--- src/verilog/adsc_cfg.svh ---
// register offsets, field positions and timing constants for the converter control
`ifndef ADSC_CFG_SVH
`define ADSC_CFG_SVH
`define ADSC_OFF_ACC      8'h01
`define ADSC_OFF_CLKDIV   8'h02
`define ADSC_OFF_DELAY    8'h03
`define ADSC_OFF_WINMODE  8'h04
`define ADSC_OFF_SAMPLE_EXTENSION  8'h05
`define ADSC_OFF_POSSEL   8'h08
`define ADSC_OFF_NEGSEL   8'h09
`define ADSC_OFF_CMD      8'h0a
`define ADSC_OFF_CTRL     8'h20
`define ADSC_OFF_STATUS   8'h21
`define ADSC_OFF_WINDOW_LOW_THRESHOLD_L  8'h22
`define ADSC_OFF_WINDOW_LOW_THRESHOLD_H  8'h23
`define ADSC_OFF_WINDOW_HIGH_THRESHOLD_L  8'h24
`define ADSC_OFF_WINDOW_HIGH_THRESHOLD_H  8'h25
`define ADSC_OFF_RES_L    8'h26
`define ADSC_OFF_RES_H    8'h27
`define ADSC_RST8         8'h00
`define ADSC_RST16        16'h0000
`define ADSC_MASK_ACC     8'h07
`define ADSC_MASK_CLKDIV  8'h0f
`define ADSC_MASK_DELAY   8'hef
`define ADSC_MASK_WINMODE 8'h07
`define ADSC_MASK_SEL     8'h7f
`define ADSC_MASK_CTRL    8'h07
`define ADSC_BIT_STOP     1
`define ADSC_BIT_START    0
`define ADSC_BIT_ENABLE   0
`define ADSC_BIT_CONTINUOUS_RUN  1
`define ADSC_BIT_RES10    2
`define ADSC_BASE_SAMPLE  9'h002
`define ADSC_CONV12_HALF  5'h1b
`define ADSC_CONV10_HALF  5'h17
`define ADSC_WIN_NONE     3'h0
`define ADSC_WIN_BELOW    3'h1
`define ADSC_WIN_ABOVE    3'h2
`define ADSC_WIN_INSIDE   3'h3
`define ADSC_WIN_OUTSIDE  3'h4
`endif

--- src/verilog/adsc_pkg.sv ---
// types shared by the converter control
package adsc_pkg;
   typedef enum logic [2:0] {
      ADSC_IDLE,
      ADSC_INIT,
      ADSC_SAMPLE,
      ADSC_CONVERT,
      ADSC_GAP
   } adsc_state_t;
endpackage

--- src/verilog/adsc_top.sv ---
// converter sequencing control: registers, clock divider, sequencer, window
//
// Functional notes
// - accumulate 1,2,4..128 consecutive results into the result register
// - converter clock divides peripheral clock by 2..256 per code 0..13
// - wait 0..256 converter cycles before first sample after enable
// - same startup wait applied on wake from deep sleep to measure
// - wait inter-sample field value, 0..15 converter cycles, between samples
// - sampling lasts two cycles plus the sample extension value
// - window mode: none, below, above, inside inclusive, outside
// - compare full 16-bit accumulated result to 16-bit thresholds
// - positive input selector is seven bits wide, reserved codes unchecked
// - negative input selector is seven bits wide, reserved codes unchecked
// - selector writes take effect only after the running conversion
// - writing stop ends measurement and overrides a simultaneous start
// - start waits for the ongoing conversion, launches first free-run one
// - start bit reads one while converting, clears itself on completion
// - writing zero to start or stop does nothing
// - continuous run restarts conversions after the first start
// - 10-bit resolution shortens conversion from 13.5 to 11.5 cycles
// - window check at end of the last conversion of each measurement, flag set only on match
//
// The plain strobed port was decided locally.
`timescale 1ns/1ps
`include "adsc_cfg.svh"
module adsc_top (
   // clock and reset
   input  wire logic        ref_clk_in,
   input  wire logic        rst_b_in,
   // register port
   input  wire logic [7:0]  reg_addr_in,
   input  wire logic [7:0]  reg_wdata_in,
   input  wire logic        reg_wr_in,
   input  wire logic        reg_rd_in,
   output logic      [7:0]  reg_rdata_out,
   // power management
   input  wire logic        deep_wake_in,
   input  wire logic        ref_change_in,
   // analog core
   input  wire logic [11:0] sample_data_in,
   output logic             adc_clk_out,
   output logic             sampling_out,
   output logic             converting_out,
   output logic      [6:0]  positive_input_sel_out,
   output logic      [6:0]  negative_input_sel_out,
   // results
   output logic      [15:0] result_out,
   output logic             result_ready_out,
   output logic             window_hit_flag_out
);

   ////////////////////////////////////////////////////////////////////////
   // functions
   // prescaler code to divider; reserved codes fall back to 256
   function automatic logic [8:0] div_of(input logic [3:0] code);
      case (code)
         4'h0: div_of = 9'h002;
         4'h1: div_of = 9'h004;
         4'h2: div_of = 9'h008;
         4'h3: div_of = 9'h00c;
         4'h4: div_of = 9'h010;
         4'h5: div_of = 9'h014;
         4'h6: div_of = 9'h018;
         4'h7: div_of = 9'h01c;
         4'h8: div_of = 9'h020;
         4'h9: div_of = 9'h030;
         4'ha: div_of = 9'h040;
         4'hb: div_of = 9'h060;
         4'hc: div_of = 9'h080;
         default: div_of = 9'h100;
      endcase
   endfunction

   // startup wait code to cycles; reserved codes give 256
   function automatic logic [8:0] init_of(input logic [2:0] code);
      case (code)
         3'h0: init_of = 9'h000;
         3'h1: init_of = 9'h010;
         3'h2: init_of = 9'h020;
         3'h3: init_of = 9'h040;
         3'h4: init_of = 9'h080;
         default: init_of = 9'h100;
      endcase
   endfunction

   ////////////////////////////////////////////////////////////////////////
   // registers
   logic [7:0]  accumulation_control;
   logic [7:0]  clock_divider_control;
   logic [7:0]  delay_control;
   logic [7:0]  window_mode_control;
   logic [7:0]  sample_length_control;
   logic [7:0]  positive_input_select;
   logic [7:0]  negative_input_select;
   logic [7:0]  run_control;
   logic [15:0] window_low_threshold;
   logic [15:0] window_high_threshold;
   logic        start_cmd;
   logic        result_ready;
   logic        window_hit_flag;
   logic [15:0] result;
   logic        cmd_wr;
   logic        stop_req;
   logic        start_req;
   assign cmd_wr    = reg_wr_in && (reg_addr_in == `ADSC_OFF_CMD);
   assign stop_req  = cmd_wr && reg_wdata_in[`ADSC_BIT_STOP];
   assign start_req = cmd_wr && reg_wdata_in[`ADSC_BIT_START]
                      && !stop_req;

   // configuration writes, unimplemented bits masked off
   always_ff @(posedge ref_clk_in or negedge rst_b_in) begin
      if (!rst_b_in) begin
         accumulation_control  <= `ADSC_RST8;
         clock_divider_control <= `ADSC_RST8;
         delay_control         <= `ADSC_RST8;
         window_mode_control   <= `ADSC_RST8;
         sample_length_control <= `ADSC_RST8;
         positive_input_select <= `ADSC_RST8;
         negative_input_select <= `ADSC_RST8;
         run_control           <= `ADSC_RST8;
         window_low_threshold  <= `ADSC_RST16;
         window_high_threshold <= `ADSC_RST16;
      end else if (reg_wr_in) begin
         case (reg_addr_in)
            `ADSC_OFF_ACC:     accumulation_control  <= reg_wdata_in & `ADSC_MASK_ACC;
            `ADSC_OFF_CLKDIV:  clock_divider_control <= reg_wdata_in & `ADSC_MASK_CLKDIV;
            `ADSC_OFF_DELAY:   delay_control         <= reg_wdata_in & `ADSC_MASK_DELAY;
            `ADSC_OFF_WINMODE: window_mode_control   <= reg_wdata_in & `ADSC_MASK_WINMODE;
            `ADSC_OFF_SAMPLE_EXTENSION: sample_length_control <= reg_wdata_in;
            `ADSC_OFF_POSSEL:  positive_input_select <= reg_wdata_in & `ADSC_MASK_SEL;
            `ADSC_OFF_NEGSEL:  negative_input_select <= reg_wdata_in & `ADSC_MASK_SEL;
            `ADSC_OFF_CTRL:    run_control           <= reg_wdata_in & `ADSC_MASK_CTRL;
            `ADSC_OFF_WINDOW_LOW_THRESHOLD_L: window_low_threshold[7:0]   <= reg_wdata_in;
            `ADSC_OFF_WINDOW_LOW_THRESHOLD_H: window_low_threshold[15:8]  <= reg_wdata_in;
            `ADSC_OFF_WINDOW_HIGH_THRESHOLD_L: window_high_threshold[7:0]  <= reg_wdata_in;
            `ADSC_OFF_WINDOW_HIGH_THRESHOLD_H: window_high_threshold[15:8] <= reg_wdata_in;
            default: ;
         endcase
      end
   end

   logic enable;
   logic continuous_run;
   logic res10;
   assign enable  = run_control[`ADSC_BIT_ENABLE];
   assign continuous_run = run_control[`ADSC_BIT_CONTINUOUS_RUN];
   assign res10   = run_control[`ADSC_BIT_RES10];

   ////////////////////////////////////////////////////////////////////////
   // converter clock divider
   adsc_pkg::adsc_state_t state;
   logic [8:0] div_cnt;
   logic [8:0] div_n;
   logic       adc_tick;
   assign div_n    = div_of(clock_divider_control[3:0]);
   assign adc_tick = (div_cnt >= div_n - 9'h001);

   // counts peripheral cycles; held at zero while idle so phases start whole
   always_ff @(posedge ref_clk_in or negedge rst_b_in) begin
      if (!rst_b_in) begin
         div_cnt     <= 9'h000;
         adc_clk_out <= 1'b0;
      end else if (adc_tick || state == adsc_pkg::ADSC_IDLE) begin
         div_cnt     <= 9'h000;
         adc_clk_out <= 1'b0;
      end else begin
         div_cnt     <= div_cnt + 9'h001;
         adc_clk_out <= (div_cnt + 9'h001) >= {1'b0, div_n[8:1]};
      end
   end

   ////////////////////////////////////////////////////////////////////////
   // sequencer
   logic [8:0] step;      // converter cycles spent in current phase
   logic [7:0] samp_left; // samples still to take in this measurement
   logic [7:0] samp_total;
   logic       need_init; // startup wait still owed
   logic       pending;   // start queued behind a running conversion
   logic [16:0] acc;
   logic       conv_done;
   logic [8:0] samp_len;
   logic [4:0] conv_half;
   assign samp_total = 8'h01 << accumulation_control[2:0];
   assign samp_len   = `ADSC_BASE_SAMPLE + {1'b0, sample_length_control};
   assign conv_half  = res10 ? `ADSC_CONV10_HALF : `ADSC_CONV12_HALF;

   // conversion time in half cycles, compared as doubled step count
   logic conv_end;
   assign conv_end  = ({step[7:0], 1'b0} + 9'h001) >= {4'h0, conv_half};
   assign conv_done = adc_tick && (state == adsc_pkg::ADSC_CONVERT)
                      && conv_end && (samp_left == 8'h01);

   // startup wait owed after enable, reference change or deep wake
   logic enable_q;
   always_ff @(posedge ref_clk_in or negedge rst_b_in) begin
      if (!rst_b_in) begin
         enable_q  <= 1'b0;
      end else begin
         enable_q  <= enable;
      end
   end

   always_ff @(posedge ref_clk_in or negedge rst_b_in) begin
      if (!rst_b_in) begin
         need_init <= 1'b1;
      end else if ((enable && !enable_q) || ref_change_in || deep_wake_in) begin
         need_init <= 1'b1;
      end else if (state == adsc_pkg::ADSC_INIT) begin
         need_init <= 1'b0;
      end
   end

   // main phase machine
   always_ff @(posedge ref_clk_in or negedge rst_b_in) begin
      if (!rst_b_in) begin
         state     <= adsc_pkg::ADSC_IDLE;
         step      <= 9'h000;
         samp_left <= 8'h00;
         acc       <= 17'h0_0000;
      end else if (stop_req || !enable) begin
         state     <= adsc_pkg::ADSC_IDLE;
         step      <= 9'h000;
      end else begin
         case (state)
            adsc_pkg::ADSC_IDLE: begin
               step <= 9'h000;
               acc  <= 17'h0_0000;
               samp_left <= samp_total;
               if (start_req || pending) begin
                  state <= need_init ? adsc_pkg::ADSC_INIT
                                     : adsc_pkg::ADSC_SAMPLE;
               end
            end
            adsc_pkg::ADSC_INIT: if (adc_tick) begin
               if (step + 9'h001 >= init_of(delay_control[7:5])) begin
                  state <= adsc_pkg::ADSC_SAMPLE;
                  step  <= 9'h000;
               end else begin
                  step  <= step + 9'h001;
               end
            end
            adsc_pkg::ADSC_SAMPLE: if (adc_tick) begin
               if (step + 9'h001 >= samp_len) begin
                  state <= adsc_pkg::ADSC_CONVERT;
                  step  <= 9'h000;
               end else begin
                  step  <= step + 9'h001;
               end
            end
            adsc_pkg::ADSC_CONVERT: if (adc_tick) begin
               if (conv_end) begin
                  acc  <= acc + {5'h00, sample_data_in};
                  step <= 9'h000;
                  if (samp_left == 8'h01) begin
                     state <= adsc_pkg::ADSC_IDLE;
                  end else begin
                     samp_left <= samp_left - 8'h01;
                     state <= (delay_control[3:0] == 4'h0)
                              ? adsc_pkg::ADSC_SAMPLE
                              : adsc_pkg::ADSC_GAP;
                  end
               end else begin
                  step <= step + 9'h001;
               end
            end
            adsc_pkg::ADSC_GAP: if (adc_tick) begin
               if (step + 9'h001 >= {5'h00, delay_control[3:0]}) begin
                  state <= adsc_pkg::ADSC_SAMPLE;
                  step  <= 9'h000;
               end else begin
                  step  <= step + 9'h001;
               end
            end
            default: state <= adsc_pkg::ADSC_IDLE;
         endcase
      end
   end

   // queued start, free-run restart, and the readable start bit
   always_ff @(posedge ref_clk_in or negedge rst_b_in) begin
      if (!rst_b_in) begin
         pending   <= 1'b0;
         start_cmd <= 1'b0;
      end else if (stop_req || !enable) begin
         pending   <= 1'b0;
         start_cmd <= 1'b0;
      end else begin
         if (state == adsc_pkg::ADSC_IDLE) begin
            pending <= 1'b0;
         end else if (start_req) begin
            pending <= 1'b1;
         end else if (conv_done && continuous_run) begin
            pending <= 1'b1;
         end
         if (start_req || pending) begin
            start_cmd <= 1'b1;
         end else if (conv_done) begin
            start_cmd <= 1'b0;
         end
      end
   end

   // selectors latch toward the core only between conversions
   always_ff @(posedge ref_clk_in or negedge rst_b_in) begin
      if (!rst_b_in) begin
         positive_input_sel_out <= 7'h00;
         negative_input_sel_out <= 7'h00;
      end else if (state == adsc_pkg::ADSC_IDLE) begin
         positive_input_sel_out <= positive_input_select[6:0];
         negative_input_sel_out <= negative_input_select[6:0];
      end
   end

   ////////////////////////////////////////////////////////////////////////
   // result and window comparator
   logic [15:0] final_res;
   logic        win_match;
   assign final_res = acc[15:0] + {4'h0, sample_data_in};

   always_comb begin
      case (window_mode_control[2:0])
         `ADSC_WIN_BELOW:   win_match = final_res < window_low_threshold;
         `ADSC_WIN_ABOVE:   win_match = final_res > window_high_threshold;
         `ADSC_WIN_INSIDE:  win_match = (final_res >= window_low_threshold)
                                    && (final_res <= window_high_threshold);
         `ADSC_WIN_OUTSIDE: win_match = (final_res < window_low_threshold)
                                    || (final_res > window_high_threshold);
         default:           win_match = 1'b0;
      endcase
   end

   logic res_read;
   logic status_w1c_ready;
   logic status_w1c_hit;
   assign res_read = reg_rd_in && ((reg_addr_in == `ADSC_OFF_RES_L)
                     || (reg_addr_in == `ADSC_OFF_RES_H));
   assign status_w1c_ready = reg_wr_in && (reg_addr_in == `ADSC_OFF_STATUS)
                             && reg_wdata_in[0];
   assign status_w1c_hit   = reg_wr_in && (reg_addr_in == `ADSC_OFF_STATUS)
                             && reg_wdata_in[1];

   // result capture and sticky flags; a new result wins over a clear
   always_ff @(posedge ref_clk_in or negedge rst_b_in) begin
      if (!rst_b_in) begin
         result          <= `ADSC_RST16;
         result_ready    <= 1'b0;
         window_hit_flag <= 1'b0;
      end else begin
         if (conv_done) begin
            result       <= final_res;
            result_ready <= 1'b1;
         end else if (res_read || status_w1c_ready) begin
            result_ready <= 1'b0;
         end
         if (conv_done && win_match) begin
            window_hit_flag <= 1'b1;
         end else if (res_read || status_w1c_hit) begin
            window_hit_flag <= 1'b0;
         end
      end
   end

   assign sampling_out        = (state == adsc_pkg::ADSC_SAMPLE);
   assign converting_out      = (state == adsc_pkg::ADSC_CONVERT);
   assign result_out          = result;
   assign result_ready_out    = result_ready;
   assign window_hit_flag_out = window_hit_flag;

   ////////////////////////////////////////////////////////////////////////
   // read port, data valid one cycle after the strobe
   always_ff @(posedge ref_clk_in or negedge rst_b_in) begin
      if (!rst_b_in) begin
         reg_rdata_out <= `ADSC_RST8;
      end else if (reg_rd_in) begin
         case (reg_addr_in)
            `ADSC_OFF_ACC:     reg_rdata_out <= accumulation_control;
            `ADSC_OFF_CLKDIV:  reg_rdata_out <= clock_divider_control;
            `ADSC_OFF_DELAY:   reg_rdata_out <= delay_control;
            `ADSC_OFF_WINMODE: reg_rdata_out <= window_mode_control;
            `ADSC_OFF_SAMPLE_EXTENSION: reg_rdata_out <= sample_length_control;
            `ADSC_OFF_POSSEL:  reg_rdata_out <= positive_input_select;
            `ADSC_OFF_NEGSEL:  reg_rdata_out <= negative_input_select;
            `ADSC_OFF_CMD:     reg_rdata_out <= {7'h00, start_cmd};
            `ADSC_OFF_CTRL:    reg_rdata_out <= run_control;
            `ADSC_OFF_STATUS:  reg_rdata_out <= {6'h00, window_hit_flag,
                                                  result_ready};
            `ADSC_OFF_WINDOW_LOW_THRESHOLD_L: reg_rdata_out <= window_low_threshold[7:0];
            `ADSC_OFF_WINDOW_LOW_THRESHOLD_H: reg_rdata_out <= window_low_threshold[15:8];
            `ADSC_OFF_WINDOW_HIGH_THRESHOLD_L: reg_rdata_out <= window_high_threshold[7:0];
            `ADSC_OFF_WINDOW_HIGH_THRESHOLD_H: reg_rdata_out <= window_high_threshold[15:8];
            `ADSC_OFF_RES_L:   reg_rdata_out <= result[7:0];
            `ADSC_OFF_RES_H:   reg_rdata_out <= result[15:8];
            default:           reg_rdata_out <= `ADSC_RST8;
         endcase
      end else begin
         reg_rdata_out <= `ADSC_RST8;
      end
   end

endmodule
--- config.mk ---
export PLATFORM = sky130hd
export DESIGN_NAME = adsc_top
export DESIGN_NICKNAME = d
export VERILOG_FILES = /design/src/verilog/adsc_pkg.sv /design/src/verilog/adsc_top.sv
export VERILOG_INCLUDE_DIRS = /design/src /design/src/verilog
export SDC_FILE = /design/constraint.sdc
export NUM_CORES = 1
export LEC_CHECK = 0
export BUFFER_PORTS_ARGS = -buffer_cell sky130_fd_sc_hd__buf_2
export CAP_MARGIN = 20
export CORE_ASPECT_RATIO = 1.5
export CORE_UTILIZATION = 45
export CTS_CLUSTER_DIAMETER = 120
export CTS_CLUSTER_SIZE = 24
export DETAILED_ROUTE_END_ITERATION = 16
export PLACE_DENSITY = 0.65
export SLEW_MARGIN = 20
export SYNTH_ARGS = -nofsm -noshare
export SYNTH_HDL_FRONTEND = slang
export SYNTH_SLANG_ARGS = --single-unit
--- constraint.sdc ---
create_clock -name ref_clk_in -period 5.8 [get_ports ref_clk_in]
set_clock_uncertainty 0.2 [all_clocks]
set_input_delay 1.16 -clock ref_clk_in [delete_from_list [all_inputs] [get_ports ref_clk_in]]
set_output_delay 1.16 -clock ref_clk_in [all_outputs]
set_load 0.02 [all_outputs]
==> impl_results.md, run 1 <==
* DRT Pass-1 Iters at 7
* Worst endpoint required time at roughly 6 ns
* Routed wire per std cell at ~21 um
* Initial core utilization at between 40% and 50%
* Clock buffer depth at 2
* Via density per instance at around 6.0
* DRT Wirelength at 28500 um
* Area Growth Syn to Fin at 12.1%
* Worst Path Max Fanout at 4
* CP endpoint: window_hit_flag_out
* Power density over cell area at approximately 240 mW/mm^2
* Maximum vdd drop at ~0.19 mV
* Hpwl dp at between 20000 and 25000 um
* I/O Pins at 77
* Setup repair bufs after CTS at 0
* Ratio of cells with drive above 1 in the final layout at about a fifth
* Die height at approximately 180 um
* Cell row count at between 60 and 70
* Power, Total at about 2.7 mW
* Antenna Violating Nets Remaining at 0
* Nets at 1205
* Fraction of registers with async set/reset at between 90% and 100%
* Avg Inst Size Synth at 9.85 um^2
* Worst-Skew Late Latency at 0.43 ns
* Finish-stage setup viols at 0
* CTS tree: built
* Highest Clock Rate at around 200 MHz
* Post-synth EDFFs at 0
* Syn Inst Count at 1019
* Clock sinks at between 150 and 200
* Placed inst area at between 0.01 and 0.015 mm^2
* Vias in the first global route at between 8000 and 9000
* CP arrival at 5.17 ns
* Initial antenna violation count at 0
* Netlist cell types at 80
* Post-Layout Cell Count at around 1400
* Register-to-Register Path Depth at 17
* # hold bufs at CTS at 0
* R2r setup slk at around 1.2 ns
* Routability cong. at between 0.9 and 1
* Top_reg_cell synth: dfrtp_1
* Die area at roughly 0.023 mm^2
* Top cell type's share of synthesized area at between 40% and 50%
* Global-route wire length before repair at ~44000 um
* Net Sw Power at roughly 0.7 mW
* Setup ws final at 0.732 ns
* Clock transition at path regs at ~0.060 ns
* Max-slew violations at 0
* Max Cap Viol at 0
* Total negative slack at 0 ns
* Worst Hold Class: flip-flop to flip-flop
* YS warnings at 0
* Die X at approximately 120 um
* Setup WS pre-CTS at ~0.35 ns
* Tightest Pin Transition at between 0.9 and 1 ns
* GRT overflow at 0
* Num CTS Buffers at 17
* Hold Startpoint: positive_input_sel_out[3]
* Crit. Startpoint: sample_data_in[0]
* Status: finished, final reports clean
* DRC at 0
* RSZ-0062 raised after global routing: false
* # placed instances at approximately 1300
* Clk pwr share at between 40 and 50%
* Pin count of the biggest net entering global routing at a little under 100
* Synth area leaders: dfrtp_1, ha_1, mux2_2
* Detailed router's first-iteration violation count at roughly 540
* Yosys top cell by area: dfrtp_1
* Sequential Power Share at 46.1%
* Worst setup SP type: input port
* Post-synth top cells: dfrtp_1, nand2_1, ha_1
* Leak at approximately 5.5 nW
* Port bufs at 76
* Total GRT Usage at approximately a quarter
* Element type at the critical path end: flip-flop
* Core Area at 0.0218 mm^2
* Register area share after synthesis at between 40 and 50%
* # fillers at 2072
* Resize count post-CTS at 0
* Count leader, synth: dfrtp_1
* Synthesized area at around 0.010 mm^2
* # diodes at 0
* Power Internal at ~2.0 mW
* Root Buffer: clkbuf_16
* Final non-filler cell area at 0.0112 mm^2
* Sw frac at between 20% and 30%
* Max H-tree Level at 4
* FF+latch count, synth at about 160
* Period minus WS final at just over 5 ns
* Comb power frac at between 10% and 20%
* Worst R2R Start: acc[0]
* Final hold vios at 0
* Fin crit share at 87.4%
* Slew Limit Headroom at approximately two fifths
* Routed vias at slightly above 8000
* Mapped Nets at 1141
* Reg2reg end: window_hit_flag_out
* Crit path kind: input port to flip-flop
area by class of cell:
cell class | count | area, um^2 | area share [%]
Sequential cell | 164 | 4110 | 36.5
Clock inverter | 10 | 121 | 1.08
Clock buffer | 22 | 494 | 4.39
Tap cell | 272 | 340 | 3.03
Inverter | 56 | 210 | 1.87
Multi-Input combinational cell | 761 | 5540 | 49.2
Timing Repair Buffer | 83 | 439 | 3.90
state kept, by name, summed over array words and instances, names as in the netlist, 8 cells and up:
register / flops
acc: 16
reg_rdata_out: 8
div_cnt: 9
window_low_threshold: 16
window_high_threshold: 16
step: 9
samp_left: 8
sample_length_control: 8
result_out: 16
metrics by stage:
step	hold slack, ns	util, %
3_3_place_gp	0.255	48.8
4_1_cts	0.273	51.6
6_report	0.268	51.6
5_1_grt	0.308	51.6
2_1_floorplan	0.221	-
3_5_place_dp	0.258	48.8
power groups by stage:
stage          Sequential, mW  Combinational, mW  Clock [mW]
2_1_floorplan            1.25              0.185           0
3_3_place_gp             1.26              0.280           0
3_5_place_dp             1.26              0.285           0
4_1_cts                  1.24              0.288        1.19
5_1_grt                  1.25              0.324        1.24
6_report                 1.24              0.285        1.17
cell families after synthesis:
kind of cell | share of synthesized area [%]
xor gates and xnor gates | 2.79
other | 0.0374
muxes | 10.1
and+or+nand+nor | 16.9
DFF | 40.9
adders and majority gates | 11.1
buffers and inverters | 3.93
AOI/OAI and AO/OA | 14.2
per-layer routing:
| layer | up-vias | routed length (um) | GRT usage, % |
|---|---|---|---|
| li1 | 3828 | - | - |
| met1 | 3992 | 11200 | 29.9 |
| met2 | 285 | 14500 | 45.2 |
| met3 | 81 | 1370 | 4.43 |
| met4 | 0 | 1520 | 15.2 |
| met5 | - | 0 | 0 |
worst min-delay path by stage:
| stage | cells after the start | end |
|---|---|---|
| after CTS | 2 | positive_input_sel_out[3] |
| after detailed placement | 2 | positive_input_sel_out[3] |
| final | 2 | positive_input_sel_out[3] |
| after global placement | 2 | positive_input_sel_out[3] |
| after floorplan | 0 | enable_q |
| after global routing | 2 | positive_input_sel_out[1] |
critical path, stage by stage:
cell       delay [ns]
buf_2            0.10
ha_1             0.21
fa_1             0.42
a21o_1           0.18
a21o_1           0.22
a21o_1           0.20
a41o_1           0.25
o41a_1           0.38
nand3_1          0.16
xnor2_1          0.20
ha_1             0.31
nand4_1          0.17
a21oi_1          0.06
or4_1            0.55
o2111ai_1        0.22
mux2i_1          0.11
nor3_1           0.19
o21ai_0          0.09
cells in the final DEF, fill, tap and decap left out, drive strengths merged, types with 9 or more instances in the layout:
| cell type | n |
|---|---|
| a21oi | 38 |
| a221oi | 14 |
| xor2 | 13 |
| buf | 83 |
| nor2b | 9 |
| nand2 | 130 |
| a31oi | 15 |
| xnor2 | 19 |
| inv | 57 |
| or3 | 11 |
| nor4 | 11 |
| nand4 | 18 |
| ha | 87 |
| clkbuf | 22 |
| a22oi | 16 |
| and3 | 16 |
| a21o | 15 |
| nand2b | 11 |
| nor3 | 13 |
| a22o | 14 |
| mux2 | 87 |
| dfrtp | 163 |
| o21ai | 50 |
| nor2 | 56 |
| nand3 | 39 |
Note: power is estimated with default switching activity, not from simulation.
==> run 2, diff against run 1 <==
--- a/config.mk
+++ b/config.mk
@@ -9,11 +9,11 @@
 export BUFFER_PORTS_ARGS = -buffer_cell sky130_fd_sc_hd__buf_2
 export CAP_MARGIN = 20
 export CORE_ASPECT_RATIO = 1.5
-export CORE_UTILIZATION = 45
+export CORE_UTILIZATION = 61
 export CTS_CLUSTER_DIAMETER = 120
 export CTS_CLUSTER_SIZE = 24
 export DETAILED_ROUTE_END_ITERATION = 16
-export PLACE_DENSITY = 0.65
+export PLACE_DENSITY = 0.89
 export SLEW_MARGIN = 20
 export SYNTH_ARGS = -nofsm -noshare
 export SYNTH_HDL_FRONTEND = slang
==> run 2 against run 1 <==
Against the previous run:
- flip-flop and latch count unchanged
- critical path type unchanged
- total power about the same
- combinational power up 2%
- core utilization up 18 points
- hold slack better by 0.0010 ns
==> impl_results.md, run 2 (synthesized netlist as in run 1, its figures left out) <==
* Power, Total at 2.70 mW (about the same)
* Max Cap Viol at 0 (unchanged)
* Global-route wire length before repair at 44200 um (-0.25%)
* Placed inst area at 0.0106 mm^2 (-0.71%)
* Most frequent cells in the layout: dfrtp_1, nand2_1, ha_1
* RSZ-0062 raised after global routing: false
* Routed wire per std cell at 21.5 um (+3.1%)
* Die X at 107 um (-14%)
* # hold bufs at CTS at 0 (unchanged)
* Clock buffer depth at 2 (unchanged)
* Slew Limit Headroom at 39.3% (+1.1 points)
* Worst endpoint required time at 5.90 ns (about the same)
* Die height at 159 um (-14%)
* Pin count of the biggest net entering global routing at 97 (unchanged)
* Vias in the first global route at 8466 (+4.5%)
* Cell row count at 57 (-14%)
* Clock sinks at 164 (unchanged)
* DRT Wirelength at 28000 um (-2.0%)
* Element type at the critical path end: flip-flop
* Die area at 0.0170 mm^2 (-26%)
* Highest Clock Rate at 198 MHz (+0.22%)
* DRT Pass-1 Iters at 8 (+1)
* Status: finished, final reports clean
* Ratio of cells with drive above 1 in the final layout at 19.5% (-0.073 points)
* Period minus WS final at 5.06 ns (-0.0111 ns)
* Port bufs at 76 (unchanged)
* Crit path kind: input port to flip-flop
* Worst Path Max Fanout at 4 (unchanged)
* Worst Hold Class: flip-flop to flip-flop
* # fillers at 1217 (-41%)
* Power density over cell area at 242 mW/mm^2 (+0.76%)
* CP arrival at 5.15 ns (-0.02 ns)
* Core Area at 0.0161 mm^2 (-26%)
* Fin crit share at 87.2% (-0.19 points)
* Initial core utilization at 62.3% (+16 points)
* Area Growth Syn to Fin at 11.2%
* Root Buffer: clkbuf_16
* Max-slew violations at 0 (unchanged)
* Resize count post-CTS at 0 (unchanged)
* Num CTS Buffers at 17 (unchanged)
* Commonest non-fill, non-tap cell in the layout: dfrtp_1
* Antenna Violating Nets Remaining at 0 (unchanged)
* Finish-stage setup viols at 0 (unchanged)
* Routed vias at 8501 (+3.8%)
* Worst setup SP type: input port
* Leak at 5.52 nW (-0.22%)
* Total GRT Usage at 34.5% (+8.3 points)
* Via density per instance at 6.53 (+9.2%)
* CTS tree: built
* Final non-filler cell area at 0.0112 mm^2 (-0.85%)
* Hpwl dp at 20700 um (-4.2%)
* Routability cong. at 0.996 (+1.8%)
* Register-to-Register Path Depth at 17 (unchanged)
* Setup WS pre-CTS at 0.308 ns (-0.0407 ns)
* Total negative slack at 0 ns (unchanged)
* DRC at 0 (unchanged)
* Hold Path Stages at 2 (unchanged)
* Max H-tree Level at 4 (unchanged)
* Initial antenna violation count at 0 (unchanged)
* Setup repair bufs after CTS at 0 (unchanged)
* Detailed router's first-iteration violation count at 875 (+61%)
* GRT overflow at 0 (unchanged)
* Setup ws final at 0.743 ns (+0.0111 ns)
* Tightest Pin Transition at 0.908 ns (-0.0191 ns)
* Nets at 1204 (-0.083%)
* I/O Pins at 77 (unchanged)
* Maximum vdd drop at 0.189 mV (-1.1%)
* Worst-Skew Late Latency at 0.44 ns (about the same)
* Clock transition at path regs at 0.07 ns (about the same)
* Final hold vios at 0 (unchanged)
* # diodes at 0 (unchanged)
## run 2: cell count changes in the layout (fill, tap and decap cells not counted), moves of 2 or more
cell / change
inv_6: +5
buf_4: -2
clkbuf_8: -5
clkinv_2: -2
## run 2: metal layers
layer / vias to the layer above / part of all wire (%) / global-route usage [%]
li1: 3821 / - / -
met1: 4114 / 36 / 39.1
met2: 423 / 49 / 57.7
met3: 143 / 6.1 / 5.57
met4: 0 / 8.3 / 25.7
met5: - / 0 / 0
## run 2: report_power, final
group / leakage (nW) / total, mW / switching (mW) / internal, mW
clock network: 0.289 / 1.16 / 0.512 / 0.648
registers: 2.26 / 1.25 / 0.0572 / 1.19
logic: 2.97 / 0.291 / 0.176 / 0.115
total: 5.52 / 2.70 / 0.746 / 1.95
## run 2: final timing paths
kind	start	endpoint	slack [ns]
max	sample_data_in[0]	window_hit_flag_out	0.74
max in group asynchronous	rst_b_in	window_high_threshold[3]	3.97
min in group asynchronous	rst_b_in	div_cnt[4]	0.49
max reg2reg	acc[0]	window_hit_flag_out	1.17
min	positive_input_sel_out[2]	positive_input_sel_out[2]	0.27
min reg2reg	positive_input_sel_out[2]	positive_input_sel_out[2]	0.27
## run 2: critical path: stages
cell and delay, ns:
buf_2 0.10, ha_1 0.22, fa_1 0.42, a21o_1 0.20, a21o_1 0.21, a21o_1 0.20
a41o_1 0.25, o41a_1 0.38, nand3_1 0.16, xnor2_1 0.20, ha_1 0.31, nand4_1 0.16
a211oi_1 0.07, or4_1 0.53, o2111ai_1 0.22, mux2i_1 0.10, nor3_1 0.18, o21ai_0 0.09
## run 2: area by class of cell
cell class / count / area [um^2] / share of cell area, %
multi-input cells: 761 / 5540 / 49.7
flip-flops and latches: 164 / 4110 / 36.8
clock inverters: 14 / 166 / 1.49
well taps: 206 / 258 / 2.31
clock buffers: 18 / 429 / 3.85
inverters: 56 / 210 / 1.88
repair buffers: 82 / 444 / 3.98
## run 2: through the flow
stage	hold slack (ns)	std cells	util [%]
2_1_floorplan	0.221	1019	-
3_3_place_gp	0.255	1269	65.5
3_5_place_dp	0.259	1269	65.5
4_1_cts	0.275	1301	69.2
5_1_grt	0.308	1301	69.2
6_report	0.269	1301	69.2
==> run 3, diff against run 2 <==
--- a/config.mk
+++ b/config.mk
@@ -6,7 +6,7 @@
 export SDC_FILE = /design/constraint.sdc
 export NUM_CORES = 1
 export LEC_CHECK = 0
-export BUFFER_PORTS_ARGS = -buffer_cell sky130_fd_sc_hd__buf_2
+export BUFFER_PORTS_ARGS = -buffer_cell sky130_fd_sc_hd__buf_4
 export CAP_MARGIN = 20
 export CORE_ASPECT_RATIO = 1.5
 export CORE_UTILIZATION = 61
==> run 3 against run 2 <==
Against the previous run:
- fmax decreased by 1.3%
- first-iteration DRC count is 18% lower
- global-route usage decreased by 0.70 points
- flip-flop and latch count unchanged
- sequential power hardly changed
- sequential share of layout area decreased by 0.50 points
- clock-buffer cell count up 3
- via count down 1.2%
- combinational power rose by 3%
- highest routed layer unchanged
==> impl_results.md, run 3 (synthesized netlist as in run 1, its figures left out) <==
* Status: finished, final reports clean
* DRT Pass-1 Iters at 6 (-2)
* Sequential Power Share at 47.2% (+1.0 points)
* # hold bufs at CTS at 0 (unchanged)
* M1 WL at 9850 um (-2.6%)
* Worst setup SP type: input port
* Tightest Pin Transition at 0.943 ns (+0.0350 ns)
* Fin crit share at 88.3% (+1.1 points)
* Cell row count at 57 (unchanged)
* Register-to-Register Path Depth at 17 (unchanged)
* Hpwl dp at 20600 um (-0.59%)
* Leak at 5.53 nW (about the same)
* Worst R2R Start: acc[0]
* Met3 wire length at 1900 um (+11%)
* Final hold vios at 0 (unchanged)
* Max Cap Viol at 0 (unchanged)
* Total GRT Usage at 33.8% (-0.70 points)
* Crit path cell chain: buf_4, ha_1, fa_1, a21o_1, a21o_1, a21o_1, a41o_1, o41a_1, nand3_1, xnor2_1, ha_1, nand4_1, a21oi_1, or4_1, o2111ai_1, mux2i_1, nor3_1, o21ai_0
* Die height at 159 um (unchanged)
* Initial antenna violation count at 0 (unchanged)
* Routability cong. at 1.01 (+0.99%)
* CP arrival at 5.21 ns (+0.06 ns)
* Clk pwr share at 41.5% (-1.5 points)
* Nets at 1205 (+0.083%)
* CP endpoint: window_hit_flag_out
* Setup repair bufs after CTS at 0 (unchanged)
* CTS tree: built
* # diodes at 0 (unchanged)
* CP most frequent cell: a21o_1
* CP max stage delay at 0.55 ns (+0.02 ns)
* Highest Clock Rate at 195 MHz (-1.3%)
* Worst-Skew Late Latency at 0.44 ns (about the same)
* Routed wire per std cell at 21.1 um (-1.7%)
* Period minus WS final at 5.12 ns (+0.0666 ns)
* Worst endpoint required time at 5.89 ns (about the same)
* Clock transition at path regs at 0.06 ns (about the same)
* Worst Hold Class: flip-flop to flip-flop
* DRC at 0 (unchanged)
* Commonest non-fill, non-tap cell in the layout: dfrtp_1
* Via density per instance at 6.46 (-1.1%)
* DRT Wirelength at 27500 um (-1.8%)
* Initial core utilization at 62.3% (unchanged)
* Power density over cell area at 234 mW/mm^2 (-3.4%)
* Comb power frac at 11.3% (+0.5 points)
* Slew Limit Headroom at 37.0% (-2.3 points)
* I/O Pins at 77 (unchanged)
* R2r setup slk at 1.12 ns (-0.05 ns)
* Worst Path Max Fanout at 4 (unchanged)
* Net Sw Power at 0.680 mW (-8.9%)
* Placed inst area at 0.0107 mm^2 (+1.7%)
* Slowest CP cell: or4_1
* Core Area at 0.0161 mm^2 (unchanged)
* Finish-stage setup viols at 0 (unchanged)
* Power Internal at 1.96 mW (+0.55%)
* Routed vias at 8398 (-1.2%)
* Crit. Startpoint: sample_data_in[0]
* Area Growth Syn to Fin at 12.7%
* Clock sinks at 164 (unchanged)
* Root Buffer: clkbuf_16
* Clock buffer depth at 2 (unchanged)
* Maximum vdd drop at 0.158 mV (-16%)
* Die X at 107 um (unchanged)
* Antenna Violating Nets Remaining at 0 (unchanged)
* Uppermost routed layer: met4
* Total negative slack at 0 ns (unchanged)
* Global-route wire length before repair at 43800 um (-0.95%)
* # fillers at 1208 (-0.74%)
* Detailed router's first-iteration violation count at 714 (-18%)
* Hold Path Stages at 2 (unchanged)
* Num CTS Buffers at 17 (unchanged)
* Routed wl met2 at 13900 um (+0.47%)
* Die area at 0.0170 mm^2 (unchanged)
* Vias in the first global route at 8577 (+1.3%)
* Final non-filler cell area at 0.0113 mm^2 (+1.4%)
* GRT overflow at 0 (unchanged)
* Crit path kind: input port to flip-flop
* Ratio of cells with drive above 1 in the final layout at 19.4% (-0.16 points)
* Port bufs at 76 (unchanged)
* Most frequent cells in the layout: dfrtp_1, nand2_1, ha_1
* Reg2reg end: window_hit_flag_out
* Sw frac at 25.7% (-1.9 points)
* RSZ-0062 raised after global routing: false
* Pin count of the biggest net entering global routing at 94 (-3.1%)
* Element type at the critical path end: flip-flop
* Max-slew violations at 0 (unchanged)
* Max H-tree Level at 4 (unchanged)
* Resize count post-CTS at 0 (unchanged)
[run 3: cell types whose count changed in the layout (fill, tap and decap cells not counted), sizes merged]
cell,before,now
inv,63,56
clkinvlp,1,3
buf,82,83
clkbuf,18,21
[run 3: worst max-delay path, delay by kind of cell]
family | cells | cell delay [ns]
xor+xnor | 1 | 0.21
buf+inv | 1 | 0.11
mux | 1 | 0.10
fa+ha+maj | 3 | 0.93
compound gates | 8 | 1.63
simple gates | 4 | 1.07
[run 3: final cells by class]
class | instances | area (um^2) | area share [%]
sequential | 164 | 4110 | 36.3
clock buffer | 21 | 460 | 4.07
multi-input combinational | 761 | 5540 | 49.0
timing repair buffer | 83 | 627 | 5.54
clock inverter | 9 | 106 | 0.940
inverter | 56 | 210 | 1.86
tap | 206 | 258 | 2.28
[run 3: how the worst min path moves through the flow]
stage                                    startpoint                        end  slack (ns)
final                     positive_input_sel_out[3]  positive_input_sel_out[3]        0.27
after global routing      positive_input_sel_out[0]  positive_input_sel_out[0]        0.30
after CTS                 positive_input_sel_out[3]  positive_input_sel_out[3]        0.28
after detailed placement  positive_input_sel_out[3]  positive_input_sel_out[3]        0.26
after global placement    positive_input_sel_out[3]  positive_input_sel_out[3]        0.26
after floorplan                      run_control[0]                   enable_q        0.22
[run 3: routing by layer]
metal | vias up | global-route usage [%]
li1 | 3832 | -
met1 | 4061 | 37.3
met2 | 367 | 56.4
met3 | 138 | 8.35
met4 | 0 | 23.5
met5 | - | 0
[run 3: power groups by stage]
stage | clock [mW] | sequential [mW] | combinational, mW
2_1_floorplan | 0 | 1.25 | 0.185
3_3_place_gp | 0 | 1.26 | 0.282
3_5_place_dp | 0 | 1.26 | 0.292
4_1_cts | 1.10 | 1.24 | 0.295
5_1_grt | 1.15 | 1.25 | 0.332
6_report | 1.10 | 1.25 | 0.299
[run 3: stage by stage]
step | power [mW] | util, % | std cells | setup WS (ns) | hold slack (ns)
3_5_place_dp | 1.56 | 66.6 | 1270 | 0.255 | 0.264
2_1_floorplan | 1.43 | - | 1019 | 0.780 | 0.221
3_3_place_gp | 1.54 | 66.6 | 1270 | 0.336 | 0.260
5_1_grt | 2.73 | 70.2 | 1300 | 0.372 | 0.299
4_1_cts | 2.64 | 70.2 | 1300 | 0.686 | 0.280
6_report | 2.64 | 70.2 | 1300 | 0.676 | 0.272
